==> config.mk <==
export PLATFORM = sky130hd
export DESIGN_NAME = p2pc_port_two_pin_control
export DESIGN_NICKNAME = d
export VERILOG_FILES = /design/src/rtl/p2pc_pkg.sv /design/src/rtl/p2pc_pin_hold.sv /design/src/rtl/p2pc_port_two_pin_control.sv
export SDC_FILE = /design/constraint.sdc
export NUM_CORES = 1
export LEC_CHECK = 0
export BUFFER_PORTS_ARGS = -buffer_cell sky130_fd_sc_hd__buf_2
export CAP_MARGIN = 20
export CELL_PAD_IN_SITES_DETAIL_PLACEMENT = 1
export CELL_PAD_IN_SITES_GLOBAL_PLACEMENT = 1
export CORE_UTILIZATION = 45
export CTS_CLUSTER_DIAMETER = 120
export DETAILED_ROUTE_END_ITERATION = 16
export PLACE_DENSITY = 0.91
export SLEW_MARGIN = 20
export SYNTH_ARGS = -nofsm -noshare
export SYNTH_HDL_FRONTEND = slang
export SYNTH_SLANG_ARGS = --single-unit
==> constraint.sdc <==
create_clock -name core_clk -period 3.02 [get_ports core_clk]
set_input_delay 0.151 -clock core_clk [delete_from_list [all_inputs] [get_ports core_clk]]
set_output_delay 0.151 -clock core_clk [all_outputs]
set_load 0.005 [all_outputs]
==> src/rtl/p2pc_pkg.sv <==
package p2pc_pkg;
  // ----------------------------------------------------------------
  // register offsets on the plain register port
  // ----------------------------------------------------------------
  localparam logic [3:0] P2PC_OFF_DATA  = 4'h0;  // output data / pin read
  localparam logic [3:0] P2PC_OFF_DIR   = 4'h1;  // direction, write only
  localparam logic [3:0] P2PC_OFF_FUNC  = 4'h2;  // pin function register
  localparam logic [3:0] P2PC_OFF_ODSEL = 4'h3;  // open-drain select
  localparam logic [3:0] P2PC_OFF_MODE  = 4'h4;  // power mode control
  // ----------------------------------------------------------------
  // field positions of the pin function register
  // ----------------------------------------------------------------
  localparam int P2PC_FN_SCK  = 0;  // serial clock select
  localparam int P2PC_FN_SI   = 1;  // serial input select
  localparam int P2PC_FN_SO   = 2;  // serial output select
  localparam int P2PC_FN_POF  = 5;  // serial output pmos disable
  // ----------------------------------------------------------------
  // reset values and read constants
  // ----------------------------------------------------------------
  localparam logic [7:0] P2PC_RST_DATA  = 8'h00;
  localparam logic [7:0] P2PC_RST_DIR   = 8'h00;
  localparam logic [7:0] P2PC_RST_ODSEL = 8'h00;
  localparam logic [7:0] P2PC_FN_FIXED  = 8'hD8;  // reserved bits read as one
  localparam logic [7:0] P2PC_DIR_READ  = 8'hFF;  // direction reads all ones
  localparam logic [7:0] P2PC_ZERO      = 8'h00;
  localparam int         P2PC_PULLUP_PIN = 4;
  // ----------------------------------------------------------------
  // operating modes
  // ----------------------------------------------------------------
  typedef enum logic [2:0] {
    P2PC_ACTIVE    = 3'b000,
    P2PC_SUBACTIVE = 3'b001,
    P2PC_SLEEP     = 3'b010,
    P2PC_SUBSLEEP  = 3'b011,
    P2PC_WATCH     = 3'b100,
    P2PC_STANDBY   = 3'b101
  } p2pc_mode_t;
endpackage

==> src/rtl/p2pc_pin_hold.sv <==
`timescale 1ns/1ps
`default_nettype none
// holds the pin drive image while the port is frozen
module p2pc_pin_hold
  import p2pc_pkg::*;
(
  // clock and reset
  input  wire logic       core_clk,
  input  wire logic       rst,
  // live drive image
  input  wire logic       freeze,
  input  wire logic [7:0] live_out,
  input  wire logic [7:0] live_oe_n,
  // held drive image
  output logic      [7:0] held_out,
  output logic      [7:0] held_oe_n
);
  logic [7:0] next_held_out;   // next output level
  logic [7:0] next_held_oe_n;  // next enable, low drives

  // ----------------------------------------------------------------
  // next value: track live image unless frozen
  // ----------------------------------------------------------------
  always_comb begin
    if (freeze) begin
      next_held_out  = held_out;
      next_held_oe_n = held_oe_n;
    end else begin
      next_held_out  = live_out;
      next_held_oe_n = live_oe_n;
    end
  end

  // registers; reset releases every pin
  always_ff @(posedge core_clk or posedge rst) begin
    if (rst) begin
      held_out  <= P2PC_ZERO;
      held_oe_n <= P2PC_DIR_READ;
    end else begin
      held_out  <= next_held_out;
      held_oe_n <= next_held_oe_n;
    end
  end
endmodule // p2pc_pin_hold
`default_nettype wire

==> src/rtl/p2pc_port_two_pin_control.sv <==
// Decided for this implementation: the register offsets and strobed register access.
`timescale 1ns/1ps
`default_nettype none
// What this block does
// - readable writable open-drain select, resets to zero
// - select bit chooses push-pull or open-drain
// - pins seven to three follow direction bit
// - function bits hand pins two..zero to serial
// - reset/standby float, sleep modes hold, else functional
// - flash variant pulls pin four up in reset
// - other variants float pin four in reset
// - port read returns data or live pin
// - direction write only, reads ones, resets zero
// - function bits zero..two select serial clock/in/out
// - separate bit makes serial output open-drain
module p2pc_port_two_pin_control
  import p2pc_pkg::*;
#(
  parameter bit FLASH_VARIANT = 1'b0  // flash part has the reset pull-up
)(
  // clock and reset
  input  wire logic       core_clk,
  input  wire logic       rst,
  // register port
  input  wire logic [3:0] reg_addr,
  input  wire logic [7:0] reg_wdata,
  input  wire logic       reg_wr,
  input  wire logic       reg_rd,
  output logic      [7:0] reg_rdata,
  // port pins, enable low while driving
  input  wire logic [7:0] pin_in,
  output logic      [7:0] pin_out,
  output logic      [7:0] pin_oe_n,
  output logic            pin4_pullup,
  // serial unit side
  input  wire logic       ser_out_data,
  input  wire logic       ser_clk_out,
  input  wire logic       ser_clk_oe,
  output logic            ser_in_data,
  output logic            ser_clk_in
);
  // ----------------------------------------------------------------
  // state
  // ----------------------------------------------------------------
  logic [7:0] pin_output_data_reg;        // stored output data
  logic [7:0] pin_direction_reg;          // one makes an output
  logic [7:0] open_drain_select;          // per-pin open-drain bit
  logic       serial_clock_select;        // pin 0 to serial clock
  logic       serial_in_select;           // pin 1 to serial input
  logic       serial_out_select;          // pin 2 to serial output
  logic       serial_out_pmos_disable;    // serial output open-drain
  p2pc_mode_t mode;                       // power mode from system
  logic [7:0] next_pin_output_data_reg;
  logic [7:0] next_pin_direction_reg;
  logic [7:0] next_open_drain_select;
  logic       next_serial_clock_select;
  logic       next_serial_in_select;
  logic       next_serial_out_select;
  logic       next_serial_out_pmos_disable;
  p2pc_mode_t next_mode;
  logic [7:0] next_reg_rdata;
  logic [7:0] live_out;                   // drive image before hold
  logic [7:0] live_oe_n;
  logic [7:0] held_out;
  logic [7:0] held_oe_n;
  logic       freeze;                     // sleep family holds pins
  logic       float_all;                  // standby releases pins

  // open-drain pins only ever pull low; a one releases the pin
  function automatic logic [1:0] drive(input logic val, input logic od);
    if (od) drive = {1'b0, val};
    else    drive = {val, 1'b0};
  endfunction

  // pin function register image with reserved bits set
  function automatic logic [7:0] func_image(input logic pof, input logic so,
                                            input logic si, input logic sck);
    logic [7:0] v;
    v = P2PC_FN_FIXED;
    v[P2PC_FN_POF] = pof;
    v[P2PC_FN_SO]  = so;
    v[P2PC_FN_SI]  = si;
    v[P2PC_FN_SCK] = sck;
    func_image = v;
  endfunction

  // ----------------------------------------------------------------
  // register writes and read data
  // ----------------------------------------------------------------
  always_comb begin
    next_pin_output_data_reg     = pin_output_data_reg;
    next_pin_direction_reg       = pin_direction_reg;
    next_open_drain_select       = open_drain_select;
    next_serial_clock_select     = serial_clock_select;
    next_serial_in_select        = serial_in_select;
    next_serial_out_select       = serial_out_select;
    next_serial_out_pmos_disable = serial_out_pmos_disable;
    next_mode                    = mode;
    next_reg_rdata               = P2PC_ZERO;
    if (reg_wr) begin
      if (reg_addr == P2PC_OFF_DATA) begin
        next_pin_output_data_reg = reg_wdata;
      end else if (reg_addr == P2PC_OFF_DIR) begin
        next_pin_direction_reg = reg_wdata;
      end else if (reg_addr == P2PC_OFF_FUNC) begin
        next_serial_clock_select     = reg_wdata[P2PC_FN_SCK];
        next_serial_in_select        = reg_wdata[P2PC_FN_SI];
        next_serial_out_select       = reg_wdata[P2PC_FN_SO];
        next_serial_out_pmos_disable = reg_wdata[P2PC_FN_POF];
      end else if (reg_addr == P2PC_OFF_ODSEL) begin
        next_open_drain_select = reg_wdata;
      end else if (reg_addr == P2PC_OFF_MODE) begin
        // unknown codes fall back to active
        case (reg_wdata[2:0])
          3'b001:  next_mode = P2PC_SUBACTIVE;
          3'b010:  next_mode = P2PC_SLEEP;
          3'b011:  next_mode = P2PC_SUBSLEEP;
          3'b100:  next_mode = P2PC_WATCH;
          3'b101:  next_mode = P2PC_STANDBY;
          default: next_mode = P2PC_ACTIVE;
        endcase
      end
    end
    if (reg_rd) begin
      if (reg_addr == P2PC_OFF_DATA) begin
        next_reg_rdata = (pin_direction_reg & pin_output_data_reg) |
                         (~pin_direction_reg & pin_in);
      end else if (reg_addr == P2PC_OFF_DIR) begin
        next_reg_rdata = P2PC_DIR_READ;
      end else if (reg_addr == P2PC_OFF_FUNC) begin
        next_reg_rdata = func_image(serial_out_pmos_disable, serial_out_select,
                                    serial_in_select, serial_clock_select);
      end else if (reg_addr == P2PC_OFF_ODSEL) begin
        next_reg_rdata = open_drain_select;
      end else if (reg_addr == P2PC_OFF_MODE) begin
        next_reg_rdata = {5'h0_0, mode};
      end
    end
  end

  // registers, all cleared by reset
  always_ff @(posedge core_clk or posedge rst) begin
    if (rst) begin
      pin_output_data_reg     <= P2PC_RST_DATA;
      pin_direction_reg       <= P2PC_RST_DIR;
      open_drain_select       <= P2PC_RST_ODSEL;
      serial_clock_select     <= 1'b0;
      serial_in_select        <= 1'b0;
      serial_out_select       <= 1'b0;
      serial_out_pmos_disable <= 1'b0;
      mode                    <= P2PC_ACTIVE;
      reg_rdata               <= P2PC_ZERO;
    end else begin
      pin_output_data_reg     <= next_pin_output_data_reg;
      pin_direction_reg       <= next_pin_direction_reg;
      open_drain_select       <= next_open_drain_select;
      serial_clock_select     <= next_serial_clock_select;
      serial_in_select        <= next_serial_in_select;
      serial_out_select       <= next_serial_out_select;
      serial_out_pmos_disable <= next_serial_out_pmos_disable;
      mode                    <= next_mode;
      reg_rdata               <= next_reg_rdata;
    end
  end

  // ----------------------------------------------------------------
  // live pin drive image
  // ----------------------------------------------------------------
  always_comb begin
    logic [1:0] d;
    d = 2'b00;
    live_out  = P2PC_ZERO;
    live_oe_n = P2PC_DIR_READ;
    for (int i = 3; i < 8; i++) begin
      if (pin_direction_reg[i]) begin
        d = drive(pin_output_data_reg[i], open_drain_select[i]);
        live_out[i]  = d[1];
        live_oe_n[i] = d[0];
      end
    end
    if (serial_out_select) begin
      d = drive(ser_out_data, serial_out_pmos_disable);
      live_out[2]  = d[1];
      live_oe_n[2] = d[0];
    end else if (pin_direction_reg[2]) begin
      d = drive(pin_output_data_reg[2], open_drain_select[2]);
      live_out[2]  = d[1];
      live_oe_n[2] = d[0];
    end
    // pin 1 serial input, never driven
    if (!serial_in_select && pin_direction_reg[1]) begin
      d = drive(pin_output_data_reg[1], open_drain_select[1]);
      live_out[1]  = d[1];
      live_oe_n[1] = d[0];
    end
    if (serial_clock_select) begin
      live_out[0]  = ser_clk_out;
      live_oe_n[0] = ~ser_clk_oe;
    end else if (pin_direction_reg[0]) begin
      d = drive(pin_output_data_reg[0], open_drain_select[0]);
      live_out[0]  = d[1];
      live_oe_n[0] = d[0];
    end
  end

  assign freeze    = (mode == P2PC_SLEEP) || (mode == P2PC_SUBSLEEP) ||
                     (mode == P2PC_WATCH);
  assign float_all = (mode == P2PC_STANDBY);

  // holding stage keeps last image while the core sleeps
  p2pc_pin_hold u_hold (
    .core_clk  (core_clk),
    .rst       (rst),
    .freeze    (freeze),
    .live_out  (live_out),
    .live_oe_n (live_oe_n),
    .held_out  (held_out),
    .held_oe_n (held_oe_n)
  );

  // ----------------------------------------------------------------
  // pin outputs and serial returns
  // ----------------------------------------------------------------
  // standby floats every pin
  assign pin_out  = float_all ? P2PC_ZERO : held_out;
  assign pin_oe_n = float_all ? P2PC_DIR_READ : held_oe_n;
  assign pin4_pullup = FLASH_VARIANT & rst;
  assign ser_in_data = serial_in_select & pin_in[1];
  assign ser_clk_in  = serial_clock_select & pin_in[0];
endmodule // p2pc_port_two_pin_control
`default_nettype wire

; Word level (Yosys, flattened, before mapping)
; Cells that the tools add are included.
[op_classes]
add_sub_neg = 0
mul = 0
div = 0
order_cmp = 0
eq_ne = 13
n_shift = 0
mux = 38
bitwise = 11
reduce_logical = 10
[op_table]
columns = cell, count
row1 = 8-bit two-way mux, 7
row2 = 1-bit two-way mux, 20
row3 = 2-bit two-way mux, 9
row4 = 8-bit bitwise AND, 2
row5 = 3-bit case mux with 5 select lines, 1
row6 = "3-bit by 2-bit equality test with 1-bit output, second input constant", 4
row7 = "3-bit equality test, second input constant", 4
row8 = "4-bit by 2-bit equality test with 1-bit output, second input constant", 2
row9 = 8-bit NOT, 1
row10 = 8-bit OR, 1
row11 = 6-bit AND reduction, 1
row12 = 1-bit NOT, 5
row13 = 5-bit AND reduction, 1
row14 = "4-bit by 1-bit equality test with 1-bit output, second input constant", 1
row15 = "4-bit by 3-bit equality test with 1-bit output, second input constant", 1
row16 = 4-bit zero test, 1
row17 = 4-bit AND reduction, 1
row18 = "3-bit by 1-bit equality test with 1-bit output, second input constant", 1
row19 = 3-bit two-way mux, 1
row20 = 3-bit AND reduction, 1
row21 = 1-bit bitwise AND, 2
row22 = 1-bit logical OR, 2
row23 = 2-bit AND reduction, 1
row24 = 1-bit logical AND, 1
row25 = 1-bit zero test, 1
[totals]
regBits = 55
latchBits = 0
ram_bits = 0
romBits = 0
inputBits = 27
mem_count = 0

; Longest topological paths before layout
[logic_depth]
ltp_word = 7
mapped_depth = 5
ltp_nobuf = 3

; Modules after synthesis
; Synthesis repeated with hierarchy kept, for this count alone.
[hier_totals]
cells_unflattened = 220
area_unflattened_um2 = 2692.6
[modules_own_cells]
columns = module, n_inst, cells_per_inst, area_per_inst_um2
row1 = p2pc_port_two_pin_control, 1, 185, 2029.4
row2 = p2pc_pin_hold, 1, 35, 663.1

; Worst setup path after synthesis
; No wires, ideal clock.
[synth_path]
path_type = reg2reg
start = register mode[2]
end = register u_hold.held_out[0]
setup_time_ps = 125
arrival_time_ps = 1322
t_required_ps = 2895
setup_slack_ps = 1573
stages_incl_launch_ff = 5
synth_period_minus_slack_ps = 1447
cell_sequence = dfrtp_1 nor3b_1 a21oi_2 buf_4 mux2_2
[synth_via]
elab_chain_cells = 3
[synth_rtl]
columns = item, line_no
row1 = start: declaration, p2pc_port_two_pin_control.sv:52  ; p2pc_mode_t mode;
row2 = start signal: assignment, p2pc_port_two_pin_control.sv:161  ; mode <= next_mode;
row3 = 3-bit by 2-bit equality test with 1-bit output, p2pc_port_two_pin_control.sv:206  ; assign freeze = (mode == P2PC_SLEEP) || (mode == P2PC_SUBSLEEP) ||
row4 = 1-bit logical OR, p2pc_port_two_pin_control.sv:206
row5 = 1-bit logical OR *, p2pc_port_two_pin_control.sv:206
row6 = end signal: assignment, p2pc_pin_hold.sv:40  ; held_out <= next_held_out;
row7 = end: declaration, p2pc_pin_hold.sv:15  ; output logic [7:0] held_out,
; Mark *: on every way between the ends. The rest lies on a longest branch, timed or not.
; A chain may end at the register's enable or synchronous reset.

; Worst setup path in the final report
[layout_path]
start = register mode[1]
end = output port pin_out[4]
[layout_via]
elab_chain_cells = 2
[layout_rtl]
columns = item, line_no
row1 = 3-bit equality test, p2pc_port_two_pin_control.sv:208  ; assign float_all = (mode == P2PC_STANDBY);
row2 = 8-bit two-way mux, p2pc_port_two_pin_control.sv:225  ; assign pin_out = float_all ? P2PC_ZERO : held_out;
row3 = end: declaration, p2pc_port_two_pin_control.sv:32  ; output logic [7:0] pin_out,
; Every way passes these cells.

==> run metrics <==
ant diodes=0; max_slew headroom=35.5%; HPWL after DPL=4240 um; global-route wire length before repair=10200 um; Die Y=78.5 um; pin count of the biggest net entering global routing=56; clock transition at the registers of the reported paths=90 ps; Avg WL per Cell=17.9 um; CTS tree=yes; CTS Sinks=55; Setup Crit Path Kind=register to output port; Min-Delay Endpoint=open_drain_select[3]; skew final=6.99 ps; Async S/R FF share, synth=100%; antenna viol nets, final=0; worst-path fanout max=16; post-synthesis cell area=2640 sq um; sequential fraction of the synthesis area=52.6%; status=finished clean; gr ovfl total=0; R2R Setup Slk=1200 ps; worst-skew pair later-pin latency=310 ps; vias per cell=5.45; Worst-Margin Slew=967 ps; Pwr Total=2.05 mW; Max rail drop VDD=0.318 mV; DRC viols=0; starting density of the core=47.3%; Core Box Area=5570 sq um; r2r startpoint=mode[2]; RSZ-0062 raised after global routing=no; largest cells by area after synthesis=dfrtp_1 (45%), mux2_2 (20%), dfstp_2 (8.0%), nand2b_1 (3.6%), mux2i_1 (3.4%); Fin. Hold Viols=0; Yosys top cell by area=dfrtp_1; Cell Int Power=1.44 mW; via count=1874; drt initial violations=132; worst path required time=2870 ps; Clock power frac=20.4%; top-area cell type share of the netlist area=44.6%; count of cell types in the netlist=34; WP data arrival=1840 ps; routed wire length=6170 um; IO Port Bufs=52; most frequent cells in the layout=buf_2 (52), mux2_2 (47), dfrtp_1 (47); Setup violations, final=0; Seq pwr share=52.8%; maxcap violations=0; Gate Count Post-Synth=218; CTS Buf Count=5; vias in the first global route=2063; Final TNS setup=0 ps; Pleak=1.45 nW; layout cells sized above 1=46.0%; io pins=54; post-synthesis net count=245; GP Congestion=0.817; Final nets=299; sw power=0.611 mW; hold path start=reg_wdata[3]; fin. max-slew vios=0; first drt pass iteration count=4; hold depth=2; Synth-to-Final Area Change=15.5%; EDFF count, synth=0; post-layout min period=1990 ps; Max Root-Sink Buffers=2; number of synthesis warnings=0; power per cell area=675 nW/um^2; Die Area=6170 sq um; # rows=27; worst reg2reg endpoint=u_hold.held_out[2]; Critical Path End Type=output port; most common cell after layout, fill and taps aside=buf_2; die width=78.5 um; worst min path class=input pin to register; element type at the critical path start=register; Post-CTS Resized=0; Final Cycle Share=66.0%; sw frac=29.7%; H-tree levels=2; Comb power frac=26.8%; Top FF cell, synth=dfrtp_1; Syn Area/Cell=12.1 sq um; clk root buf=clkbuf_8; R2R depth=3; All-Layer GR Usage=22.1%; f_max=502 MHz; register bit total from synthesis=55; antenna violations before repair=0
-- critical path: stages (launching register included) --
cell and delay [ps]:
dfrtp_1 440, nand3b_1 570, and2_1 390, buf_2 130
-- per-layer routing --
layer  share of wire (%)  vias up  wire length, um  track usage [%]
met2                  53       41             3260             38.7
met3                 3.4       12              212             4.42
li1                    -      863                -                -
met5                   0        -                0                0
met4                 2.5        0              152             9.63
met1                  41      958             2540             26.2
-- Yosys cell counts (3+ instances only) --
cell / number
nand2b_1: 15
and2_1: 10
nor2_1: 9
dfstp_2: 8
mux2i_1: 9
mux2_2: 47
a21oi_1: 4
nand3b_1: 4
a21boi_0: 3
a31oi_1: 3
dfrtp_1: 47
o221a_2: 3
o21ai_0: 6
buf_4: 3
nand2_1: 23
inv_1: 4
-- cells by family (layout without fill, tap and decap cells) --
| family | after synthesis | after routing | share of synthesized area, % |
|---|---|---|---|
| simple gates | 73 | 73 | 15.6 |
| mux | 56 | 56 | 23.5 |
| flops | 55 | 55 | 52.6 |
| compound gates | 23 | 23 | 5.98 |
| buf+inv | 10 | 64 | 2.18 |
| other cells | 1 | 1 | 0.142 |
-- power groups by stage --
stage / logic [mW] / registers [mW] / clock network (mW)
2_1_floorplan: 0.392 / 1.05 / 0
5_1_grt: 0.612 / 1.11 / 0.458
4_1_cts: 0.563 / 1.09 / 0.431
6_report: 0.551 / 1.08 / 0.419
3_3_place_gp: 0.528 / 1.08 / 0
3_5_place_dp: 0.557 / 1.10 / 0
-- how the worst max path moves through the flow --
stage | startpoint | endpoint | slack [ps] | cells past startpoint
2_1_floorplan | rst | mode[0] | 1540 | 1
3_3_place_gp | mode[2] | u_hold.held_out[7] | 1280 | 3
3_5_place_dp | mode[2] | u_hold.held_out[2] | 1210 | 3
4_1_cts | mode[1] | pin_out[4] | 990 | 3
5_1_grt | mode[1] | pin_out[4] | 890 | 3
6_report | mode[1] | pin_out[4] | 1030 | 3
-- area by class of cell --
class,instances,area [sq um]
clock buffers,6,82.6
clock inverters,1,5.00
fillers,611,2530
inverters,4,17.5
multi-input cells,153,1190
flip-flops and latches,55,1390
well taps,72,90.1
repair buffers,53,270
-- metrics by stage --
step	cell area (sq um)	utilization, %	hold WS (ps)	setup slack [ps]	std cells
final	3040	54.6	93.9	1030	344
after global routing	3040	54.6	83.2	891	344
after CTS	3040	54.6	79.9	991	344
after detailed placement	2950	52.9	307	1210	336
after global placement	2940	52.8	416	1280	336
after floorplan	2640	-	249	1540	218
-- timing repair --
item	in CTS	in global routing
buffers inserted	0	0
setup endpoints to repair	0	0
hold endpoints to repair	47	0
hold buffers	1	0
No activity file was read; power rests on OpenSTA's default activity.
